File: src/hdl/dcff_consts.vh
`ifndef DCFF_CONSTS_VH
`define DCFF_CONSTS_VH
`define DCFF_DW          36
`define DCFF_AW          6
`define DCFF_CW          7
`define DCFF_DEPTH       7'h40
`define DCFF_OFW         6
`define DCFF_ZERO_PTR    6'h00
`define DCFF_ZERO_CNT    7'h00
`define DCFF_ONE_CNT     7'h01
`define DCFF_ZERO_DATA   36'h000000000
`define DCFF_FT_LAT      2'h2
`define DCFF_OFS_HI      11
`define DCFF_OFS_LO      6
`define DCFF_SER_W       12
`endif

File: src/hdl/dcff_skid.v
`timescale 1ns/1ps
`default_nettype none
`include "dcff_consts.vh"
// Two-entry buffer between the memory read side and the output register.
module dcff_skid (
	input  wire                 clk_i,
	input  wire                 rst_n_i,
	input  wire                 clr_i,
	input  wire                 in_valid_i,
	output wire                 in_ready_o,
	input  wire [`DCFF_DW-1:0]  in_data_i,
	output wire                 out_valid_o,
	input  wire                 out_ready_i,
	output wire [`DCFF_DW-1:0]  out_data_o
);
	reg [`DCFF_DW-1:0] slot [0:1];
	reg                wp;
	reg                rp;
	reg [1:0]          cnt;

	assign in_ready_o  = (cnt != 2'h2);
	assign out_valid_o = (cnt != 2'h0);
	assign out_data_o  = slot[rp];

	// Both sides may move in one cycle; the count tracks the difference.
	always @(posedge clk_i or negedge rst_n_i) begin
		if (!rst_n_i) begin
			wp  <= 1'b0;
			rp  <= 1'b0;
			cnt <= 2'h0;
		end else if (clr_i) begin
			wp  <= 1'b0;
			rp  <= 1'b0;
			cnt <= 2'h0;
		end else begin
			if (in_valid_i && in_ready_o) begin
				wp <= ~wp;
			end
			if (out_valid_o && out_ready_i) begin
				rp <= ~rp;
			end
			cnt <= cnt + {1'b0, in_valid_i && in_ready_o} - {1'b0, out_valid_o && out_ready_i};
		end
	end

	// Storage holds no control meaning, so it needs no reset.
	always @(posedge clk_i) begin
		if (in_valid_i && in_ready_o) begin
			slot[wp] <= in_data_i;
		end
	end
endmodule
`default_nettype wire

File: src/hdl/dcff_top.v
`timescale 1ns/1ps
`default_nettype none
`include "dcff_consts.vh"
// Overview of operation
// - Full reset zeroes both pointers and the output register.
// - Full reset latches mode, port timing, default offsets, programming method, flag timing.
// - Asynchronous flag timing: almost flags fall on one clock, rise on the other.
// - Synchronous flag timing: almost-empty on read edges, almost-full on write edges.
// - Flag timing select sampled at full reset, low asynchronous, high synchronous.
// - Mark sampled on read clock records current read location as replay point.
// - Replay strobe low returns read pointer to recorded replay point.
// - Idle device reports power-down; any active reset, write, read or serial enable, mark or replay strobe leaves it.
// - Outputs driven under output enable and a read-clock-registered chip select.
// - During either reset only the output enable controls the outputs.
// - Read port timing select latched at full reset; strobe reading needs standard mode.
// - Write port timing select latched at full reset.
// - Empty flag in standard mode, output-ready in fall-through, one per half.
// - Full flag in standard mode, input-ready in fall-through mode.
// - Flag selects plus offset access choose one of eight defaults and method.
// - Mode pin picks mode at full reset, then serves as serial offset input.
// - Offset access redirects enabled reads, and enabled writes in the parallel method only, to the offset registers.
// - Almost-empty low when count below empty offset, else high.
// - Almost-full high when free space exceeds full offset, else low.
// - Clocked read with enable reads a word, or offsets when offset access active.
// - Write and read data are 36 bits wide.
// - Fall-through: first word appears after three read clock transitions unrequested.
// - Parallel offset load by write with access; serial load by serial enable.
// - Replay without mark goes to zero, flags follow the restored count, write side untouched.
module dcff_top (
	input  wire                 clk_i,
	input  wire                 rst_n_i,
	input  wire                 full_reset_n_i,
	input  wire                 pointer_only_reset_n_i,
	input  wire                 wr_clk_i,
	input  wire                 wr_en_n_i,
	input  wire [`DCFF_DW-1:0]  write_data_i,
	input  wire                 rd_clk_i,
	input  wire                 rd_en_n_i,
	input  wire                 ser_clk_i,
	input  wire                 serial_load_enable_n_i,
	input  wire                 mode_or_serial_pin_i,
	input  wire                 offset_access_n_i,
	input  wire                 flag_default_select_0_i,
	input  wire                 flag_default_select_1_i,
	input  wire                 almost_flag_timing_select_i,
	input  wire                 read_port_timing_select_i,
	input  wire                 write_port_timing_select_i,
	input  wire                 mark_i,
	input  wire                 replay_strobe_n_i,
	input  wire                 output_enable_n_i,
	input  wire                 read_chip_select_n_i,
	output reg  [`DCFF_DW-1:0]  read_data_o,
	output reg                  read_data_oe_n_o,
	output reg  [1:0]           empty_flag_n_o,
	output reg  [1:0]           full_flag_n_o,
	output reg  [1:0]           almost_empty_flag_n_o,
	output reg  [1:0]           almost_full_flag_n_o,
	output reg                  power_down_o,
	output reg                  fall_through_mode_o,
	output reg                  read_port_clocked_o,
	output reg                  write_port_clocked_o
);
	localparam ST_RUN   = 2'b01;
	localparam ST_RESET = 2'b10;

	// Default offset table, index {offset access, select 1, select 0}.
	function [`DCFF_OFW-1:0] dcff_default_ofs;
		input [2:0] sel;
		begin
			dcff_default_ofs = {3'h0, sel} + 6'h01;
		end
	endfunction

	// Three-stage sampler for inputs that live outside clk_i; a change counts once stages two and three agree.
	wire [12:0] raw = {full_reset_n_i, pointer_only_reset_n_i, wr_clk_i, wr_en_n_i, rd_clk_i, rd_en_n_i,
		ser_clk_i, serial_load_enable_n_i, mode_or_serial_pin_i, offset_access_n_i, mark_i,
		replay_strobe_n_i, read_chip_select_n_i};
	reg  [12:0] s1;
	reg  [12:0] s2;
	reg  [12:0] s3;
	reg  [12:0] q;
	genvar gi;
	generate
		for (gi = 0; gi < 13; gi = gi + 1) begin : g_sync
			always @(posedge clk_i or negedge rst_n_i) begin
				if (!rst_n_i) begin
					s1[gi] <= 1'b1;
					s2[gi] <= 1'b1;
					s3[gi] <= 1'b1;
					q[gi]  <= 1'b1;
				end else begin
					s1[gi] <= raw[gi];
					s2[gi] <= s1[gi];
					s3[gi] <= s2[gi];
					if (s2[gi] == s3[gi]) begin
						q[gi] <= s3[gi];
					end
				end
			end
		end
	endgenerate
	wire mrs_n = q[12];
	wire prs_n = q[11];
	wire wclk  = q[10];
	wire wen_n = q[9];
	wire rclk  = q[8];
	wire ren_n = q[7];
	wire sclk  = q[6];
	wire sen_n = q[5];
	wire si    = q[4];
	wire ld_n  = q[3];
	wire mark  = q[2];
	wire rt_n  = q[1];
	wire rcs_n = q[0];

	// Edge detection on the settled copies of the link clocks and the replay strobe.
	reg wclk_d;
	reg rclk_d;
	reg sclk_d;
	reg rt_d;
	always @(posedge clk_i or negedge rst_n_i) begin
		if (!rst_n_i) begin
			// Match the settled copies' reset level, so no false rising edge follows reset.
			wclk_d <= 1'b1;
			rclk_d <= 1'b1;
			sclk_d <= 1'b1;
			rt_d   <= 1'b1;
		end else begin
			wclk_d <= wclk;
			rclk_d <= rclk;
			sclk_d <= sclk;
			rt_d   <= rt_n;
		end
	end
	wire in_reset = !mrs_n || !prs_n;
	wire w_edge   = wclk && !wclk_d && !in_reset;
	wire r_edge   = rclk && !rclk_d && !in_reset;
	wire r_any    = (rclk != rclk_d) && !in_reset;
	wire s_edge   = sclk && !sclk_d && !in_reset;
	wire rt_fall  = !rt_n && rt_d && !in_reset;

	// Configuration and offsets.
	reg                 cfg_pfm_sync;
	reg                 cfg_serial;
	reg [`DCFF_OFW-1:0] ofs_empty;
	reg [`DCFF_OFW-1:0] ofs_full;
	reg [`DCFF_SER_W-1:0] ser_sh;
	reg [3:0]           ser_cnt;
	reg [1:0]           state;

	reg [`DCFF_DW-1:0]  mem [0:`DCFF_DEPTH-1];
	reg [`DCFF_AW:0]    wptr;
	reg [`DCFF_AW:0]    rptr;
	reg [`DCFF_AW:0]    mark_ptr;
	reg                 mark_set;
	reg [1:0]           ft_cnt;
	reg                 bf_pend;
	reg                 out_valid;
	reg [1:0]           bf_occ;
	// Words parked in the buffer are still stored; leaving them out would let the flags run ahead.
	wire [`DCFF_CW-1:0] ptr_diff = wptr - rptr;
	wire [`DCFF_CW-1:0] count  = ptr_diff + {5'h0, bf_occ};
	wire [`DCFF_CW-1:0] free_c = `DCFF_DEPTH - count;
	wire                mem_empty = (count == `DCFF_ZERO_CNT);
	wire                mem_full  = (count == `DCFF_DEPTH);

	// Buffer between memory and the output register.
	wire                 bf_in_ready;
	wire                 bf_out_valid;
	wire [`DCFF_DW-1:0]  bf_out_data;
	wire                 data_rd  = r_edge && !ren_n && ld_n;
	wire                 ft_take  = fall_through_mode_o && !out_valid && bf_out_valid && (ft_cnt == `DCFF_FT_LAT) && r_any;
	wire                 bf_take  = bf_out_valid && ((data_rd && (!fall_through_mode_o || out_valid)) || ft_take);
	wire                 bf_push  = (ptr_diff != `DCFF_ZERO_CNT) && bf_in_ready && !bf_pend;
	dcff_skid u_skid (
		.clk_i       (clk_i),
		.rst_n_i     (rst_n_i),
		.clr_i       (in_reset || rt_fall),
		.in_valid_i  (bf_push),
		.in_ready_o  (bf_in_ready),
		.in_data_i   (mem[rptr[`DCFF_AW-1:0]]),
		.out_valid_o (bf_out_valid),
		.out_ready_i (bf_take),
		.out_data_o  (bf_out_data)
	);

	// Full reset latches configuration; pointer-only reset leaves it alone.
	always @(posedge clk_i or negedge rst_n_i) begin
		if (!rst_n_i) begin
			state <= ST_RESET;
			fall_through_mode_o  <= 1'b0;
			read_port_clocked_o  <= 1'b1;
			write_port_clocked_o <= 1'b1;
			cfg_pfm_sync <= 1'b0;
			cfg_serial   <= 1'b0;
			ofs_empty    <= dcff_default_ofs(3'h0);
			ofs_full     <= dcff_default_ofs(3'h0);
			ser_sh  <= {`DCFF_SER_W{1'b0}};
			ser_cnt <= 4'h0;
		end else begin
			case (state)
				ST_RESET: begin
					if (!mrs_n) begin
						fall_through_mode_o  <= si && read_port_timing_select_i;
						read_port_clocked_o  <= read_port_timing_select_i;
						write_port_clocked_o <= write_port_timing_select_i;
						cfg_pfm_sync <= almost_flag_timing_select_i;
						cfg_serial   <= !ld_n;
						ofs_empty <= dcff_default_ofs({ld_n, flag_default_select_1_i, flag_default_select_0_i});
						ofs_full  <= dcff_default_ofs({ld_n, flag_default_select_1_i, flag_default_select_0_i});
						ser_cnt   <= 4'h0;
					end else begin
						state <= ST_RUN;
					end
				end
				ST_RUN: begin
					if (!mrs_n) begin
						state <= ST_RESET;
					end else if (w_edge && !wen_n && !ld_n && !cfg_serial) begin
						ofs_empty <= write_data_i[`DCFF_OFW-1:0];
						ofs_full  <= write_data_i[`DCFF_OFS_HI:`DCFF_OFS_LO];
					end else if (s_edge && !sen_n && !ld_n && cfg_serial) begin
						ser_sh  <= {si, ser_sh[`DCFF_SER_W-1:1]};
						ser_cnt <= (ser_cnt == 4'hb) ? 4'h0 : ser_cnt + 4'h1;
						if (ser_cnt == 4'hb) begin
							ofs_empty <= ser_sh[`DCFF_SER_W-1:`DCFF_OFS_LO];
							ofs_full  <= {si, ser_sh[`DCFF_SER_W-1:`DCFF_OFS_LO+1]};
						end
					end
				end
				default: state <= ST_RESET;
			endcase
		end
	end

	// Write side, pointers, mark and replay.
	always @(posedge clk_i or negedge rst_n_i) begin
		if (!rst_n_i) begin
			wptr <= `DCFF_ZERO_CNT;
			rptr <= `DCFF_ZERO_CNT;
			mark_ptr <= `DCFF_ZERO_CNT;
			mark_set <= 1'b0;
			bf_pend  <= 1'b0;
			bf_occ   <= 2'h0;
		end else if (in_reset) begin
			wptr <= `DCFF_ZERO_CNT;
			rptr <= `DCFF_ZERO_CNT;
			mark_ptr <= `DCFF_ZERO_CNT;
			mark_set <= 1'b0;
			bf_pend  <= 1'b0;
			bf_occ   <= 2'h0;
		end else begin
			bf_pend <= 1'b0;
			if (w_edge && !wen_n && ld_n && !mem_full) begin
				mem[wptr[`DCFF_AW-1:0]] <= write_data_i;
				wptr <= wptr + `DCFF_ONE_CNT;
			end
			if (r_edge && mark) begin
				mark_ptr <= rptr - {5'h0, bf_out_valid} - {6'h0, out_valid};
				mark_set <= 1'b1;
			end
			if (rt_fall) begin
				rptr <= mark_set ? mark_ptr : `DCFF_ZERO_CNT;
				bf_occ <= 2'h0;
			end else begin
				if (bf_push) begin
					rptr <= rptr + `DCFF_ONE_CNT;
				end
				bf_occ <= bf_occ + {1'b0, bf_push} - {1'b0, bf_take};
			end
		end
	end

	// Read side output register, latency counter and output drive.
	reg rcs_q;
	always @(posedge clk_i or negedge rst_n_i) begin
		if (!rst_n_i) begin
			read_data_o <= `DCFF_ZERO_DATA;
			out_valid   <= 1'b0;
			ft_cnt      <= 2'h0;
			rcs_q       <= 1'b1;
			read_data_oe_n_o <= 1'b1;
			power_down_o     <= 1'b0;
		end else begin
			if (r_edge) begin
				rcs_q <= rcs_n;
			end
			// Output enable is taken directly; only one flop of delay.
			read_data_oe_n_o <= in_reset ? output_enable_n_i : (output_enable_n_i || rcs_q);
			power_down_o <= mrs_n && prs_n && wen_n && ren_n && sen_n && !mark && rt_n;
			if (in_reset || rt_fall) begin
				read_data_o <= in_reset ? `DCFF_ZERO_DATA : read_data_o;
				out_valid   <= 1'b0;
				ft_cnt      <= 2'h0;
			end else begin
				if (fall_through_mode_o && bf_out_valid && !out_valid && r_any && ft_cnt != `DCFF_FT_LAT) begin
					ft_cnt <= ft_cnt + 2'h1;
				end
				if (r_edge && !ren_n && !ld_n) begin
					read_data_o <= {{(`DCFF_DW-12){1'b0}}, ofs_full, ofs_empty};
				end else if (bf_take) begin
					read_data_o <= bf_out_data;
					out_valid   <= 1'b1;
					ft_cnt      <= 2'h0;
				end else if (data_rd && fall_through_mode_o) begin
					out_valid <= 1'b0;
				end
			end
		end
	end

	// Flags: empty/ready and full/ready, doubled for the two halves.
	wire ef_n = fall_through_mode_o ? !out_valid : !mem_empty;
	wire ff_n = fall_through_mode_o ? mem_full : !mem_full;
	wire pae_now = (count >= {1'b0, ofs_empty});
	wire paf_now = (free_c > {1'b0, ofs_full});
	// Flags act one cycle after the link edge, once the pointer it moved has settled.
	reg w_ev;
	reg r_ev;
	always @(posedge clk_i or negedge rst_n_i) begin
		if (!rst_n_i) begin
			w_ev <= 1'b0;
			r_ev <= 1'b0;
		end else begin
			w_ev <= w_edge;
			r_ev <= r_edge;
		end
	end
	always @(posedge clk_i or negedge rst_n_i) begin
		if (!rst_n_i) begin
			empty_flag_n_o <= 2'b00;
			full_flag_n_o  <= 2'b11;
			almost_empty_flag_n_o <= 2'b00;
			almost_full_flag_n_o  <= 2'b11;
		end else begin
			empty_flag_n_o <= {2{fall_through_mode_o ? !ef_n : ef_n}} ^ {2{fall_through_mode_o}};
			full_flag_n_o  <= {2{ff_n}};
			if (in_reset || !cfg_pfm_sync) begin
				// almost-empty low on read edges via count drop, high on write edges; almost-full the reverse.
				if ((r_ev && !pae_now) || (w_ev && pae_now) || in_reset) begin
					almost_empty_flag_n_o <= {2{pae_now}};
				end
				if ((w_ev && !paf_now) || (r_ev && paf_now) || in_reset) begin
					almost_full_flag_n_o <= {2{paf_now}};
				end
			end else begin
				if (r_ev) begin
					almost_empty_flag_n_o <= {2{pae_now}};
				end
				if (w_ev) begin
					almost_full_flag_n_o <= {2{paf_now}};
				end
			end
		end
	end
endmodule
`default_nettype wire

File: config.mk
export PLATFORM = sky130hd
export DESIGN_NAME = dcff_top
export DESIGN_NICKNAME = d
export VERILOG_FILES = /design/src/hdl/dcff_skid.v /design/src/hdl/dcff_top.v
export VERILOG_INCLUDE_DIRS = /design/src /design/src/hdl
export SDC_FILE = /design/constraint.sdc
export NUM_CORES = 2
export LEC_CHECK = 0
export BUFFER_PORTS_ARGS = -buffer_cell sky130_fd_sc_hd__buf_2
export CAP_MARGIN = 0
export CORE_UTILIZATION = 40
export DETAILED_ROUTE_END_ITERATION = 10
export SKIP_LAST_GASP = 1
export SLEW_MARGIN = 20
export SYNTH_ARGS = -nofsm -noshare
export SYNTH_HDL_FRONTEND = slang
export SYNTH_SLANG_ARGS = --single-unit
File: constraint.sdc
create_clock -name clk_i -period 10.43 [get_ports clk_i]
set_input_delay 2.6075 -clock clk_i [delete_from_list [all_inputs] [get_ports clk_i]]
set_output_delay 2.6075 -clock clk_i [all_outputs]
set_load 0.05 [all_outputs]
==> results by group <==
Run status
  • Status: finished, final reports clean

Yosys
  • Share of the synthesized area in the top cell type: 0.731
  • Synth top cells by count: edfxtp_1, mux4_2, clkbuf_1
  • Post-Synthesis Cells: 4167
  • Synthesized Nets: 4259
  • Syn. warnings: 0
  • Most frequent cell after synthesis: edfxtp_1
  • Flop and latch count out of synthesis: about 2.5k
  • Mapped Area: 97600 um2
  • Number of synthesized flops with an enable pin: 2376
  • Commonest register cell after synthesis: edfxtp_1
  • Avg Inst Size Synth: 23.4 um2
  • Largest cells by area after synthesis: edfxtp_1, mux4_2, dfrtp_1
  • Seq/Total Area, Yosys: 0.773
  • Cell taking the most area after synthesis: edfxtp_1
  • Async set or reset register ratio after synthesis: 0.0635
  • Synth unique cells: 77

GRT
  • Gr ovfl total: 0
  • Total GRT Usage: 0.208
  • First-pass GRT wire length: 358000 um
  • Vias in the first global route: 46.2k
  • Largest net degree at the start of global routing: 134
  • Initial antenna violation count: 20

Cells and area
  • Layout Nets: 4573
  • Layout area overhead: 13.9%
  • Final core utilization: 0.458
  • Multi-input gate area: 21500 um2
  • Reg area: 75500 um2
  • Final-layout fill cell count: 19.9k
  • Design Area, Final: 111000 um2
  • Fraction of layout cells with a size suffix above 1: 0.328

Worst setup path
  • CP required: 10930 ps
  • Critical path peak fanout: 38
  • CP Data Arrival Time: 6130 ps
  • Worst setup EP type: flip-flop
  • Critical path, cell by cell: ha_1, fa_1, fa_1, ha_1, nand2b_1, nor3_1, and3_1, nor4_1, a31oi_4, buf_4, nor3_2, buf_4
  • CP startpoint kind: flip-flop
  • Worst path slowest cell: dfrtp_4
  • Max incr delay on CP: between 900 and 1000 ps
  • Crit path kind: flip-flop to flip-flop

Clock network
  • # Post-CTS Setup Buffers: 0
  • Clock tree sinks: between 2k and 3k
  • Clock Path Buffers: 4
  • Hold-fix buffers, CTS: 0
  • Htree depth: 5
  • Root buf cell: clkbuf_16
  • Cts bufs inserted: around 280
  • CTS tree: built
  • Worst-Skew Late Latency: between 900 and 1000 ps
  • Worst-path clk slew: 60 ps
  • Post_cts resized: 0

Placed design
  • Placed cell area: between 100000 and 150000 um2
  • Port Buf Inserts: approximately 110
  • Post-detail-place hpwl: 141000 um
  • Gpl congestion: 0.811
  • Setup WS pre-CTS: 4790 ps

Route
  • DRT Pass-1 Iters: 5
  • Final wirelength: 254000 um
  • Avg WL per Cell: 32.3 um
  • Antenna-violating nets left: 0
  • Via count: 46.2k
  • Via/cell ratio: between 5 and 6
  • DR DRC count: 0
  • Initial DRC Count: 5704

Hold path
  • Min-Delay Path Class: flip-flop to flip-flop

Floorplanning
  • Io pins: 106
  • Die width: 496 um
  • Row cnt: 181
  • Full die area: approximately 250000 um2
  • Initial Util: 0.402
  • Die height: a little under 500 um
  • Core box area: 243000 um2

Timing
  • TNS Setup: 0 ps
  • Worst Hold Slack: ~350 ps
  • Post-layout min period: 5630 ps
  • Worst Max-Slew Pin Slew: 1100 ps
  • Slew Limit Fails: 0
  • Relative slew slack: 0.269
  • Hold Vio Cnt, Final: 0
  • Peak Freq: 0.178 GHz
  • RSZ-0062 raised after global routing: false
  • Final setup viols: 0
  • Fin crit share: 0.540
  • Clock skew: 53.1 ps
  • Final setup margin: about 4800 ps

Power and ir drop
  • Leakage power: 34.4 nW
  • PwrDens: 204 nW/um2
  • Max IR drop VDD: 0.106 mV

Job
  • # Max-Cap Violations: 0
state kept, by name (all words and copies together), names as in the netlist, 4 cells and up:
register / flops
mark_ptr: 7
s1: 13
ofs_full: 6
mem: 2304
rptr: 7
s3: 13
ser_cnt: 4
wptr: 7
u_skid.slot: 72
s2: 13
ser_sh: 6
ofs_empty: 6
read_data_o: 36
layout by cell type, fill, tap and decap left out, types with 45 or more instances in the layout:
master / synthesis / routed
edfxtp_1: 2376 / 2376
mux4_2: 756 / 756
nor2_1: 48 / 47
buf_2: 60 / 86
clkinv_1: 1 / 46
mux2i_1: 45 / 45
dfrtp_1: 96 / 91
o21ai_0: 52 / 52
clkbuf_1: 116 / 70
clkbuf_16: 0 / 286
buf_4: 6 / 171
nand2_1: 93 / 92
dfstp_2: 65 / 65
worst max-delay path: cells and delay by family (launching register included):
family | cells | cell delay [ps]
adders and majority gates | 4 | 1550
DFF | 1 | 920
AOI/OAI and AO/OA | 1 | 40
buffers and inverters | 2 | 1040
and+or+nand+nor | 5 | 1580
cells by family (layout without fill, tap and decap cells):
logic type                 Yosys count  count (layout)  synth area share
DFF                               2537            2537             0.773
muxes                              809             809             0.180
and+or+nand+nor                    315             315            0.0162
buffers and inverters              266             764            0.0115
AOI/OAI and AO/OA                  166             166            0.0111
adders and majority gates           48              48           0.00605
xor gates and xnor gates            26              26           0.00233
other                                0               6                 0
through the flow:
| step | std cells | power, mW |
|---|---|---|
| 2_1_floorplan | 4167 | 13.0 |
| 3_3_place_gp | 7403 | 13.8 |
| 3_5_place_dp | 7403 | 13.8 |
| 4_1_cts | 7867 | 22.9 |
| 5_1_grt | 7869 | 23.4 |
| 6_report | 7873 | 22.7 |
per-layer routing:
metal,vias to the layer above,share of wire,track usage
li1,18391,-,-
met3,347,0.080,0.0393
met4,4,0.027,0.0598
met1,25447,0.41,0.296
met2,2023,0.48,0.329
met5,-,0.00013,0
worst paths after layout:
| path | from | to | slack, ps | cells past startpoint |
|---|---|---|---|---|
| min in group asynchronous | rst_n_i | ser_cnt[2] | 1640 | 1 |
| max in group asynchronous | rst_n_i | read_data_o[22] | 6810 | 3 |
| worst min-delay path | s1[10] | s2[10] | 350 | 0 |
| worst max-delay path | rptr[0] | mem[22][22] | 4800 | 12 |
| worst max register to register | rptr[0] | mem[22][22] | 4800 | 12 |
| worst min register to register | s1[10] | s2[10] | 350 | 0 |
area by class of cell:
cell class | instances | share of cell area
well taps | 3202 | 0.0360
repair buffers | 261 | 0.0161
clock inverters | 105 | 0.00756
flip-flops and latches | 2537 | 0.679
inverters | 39 | 0.00140
diodes | 6 | 0.000135
clock buffers | 359 | 0.0671
multi-input cells | 1364 | 0.193
where the power goes:
| group | leakage, nW | total, mW | switching (mW) | internal, mW |
|---|---|---|---|---|
| registers | 23.4 | 11.4 | 0.0962 | 11.3 |
| logic | 7.00 | 2.11 | 1.21 | 0.901 |
| clock network | 4.05 | 9.13 | 3.79 | 5.34 |
Note: power is estimated with default switching activity, not from simulation.
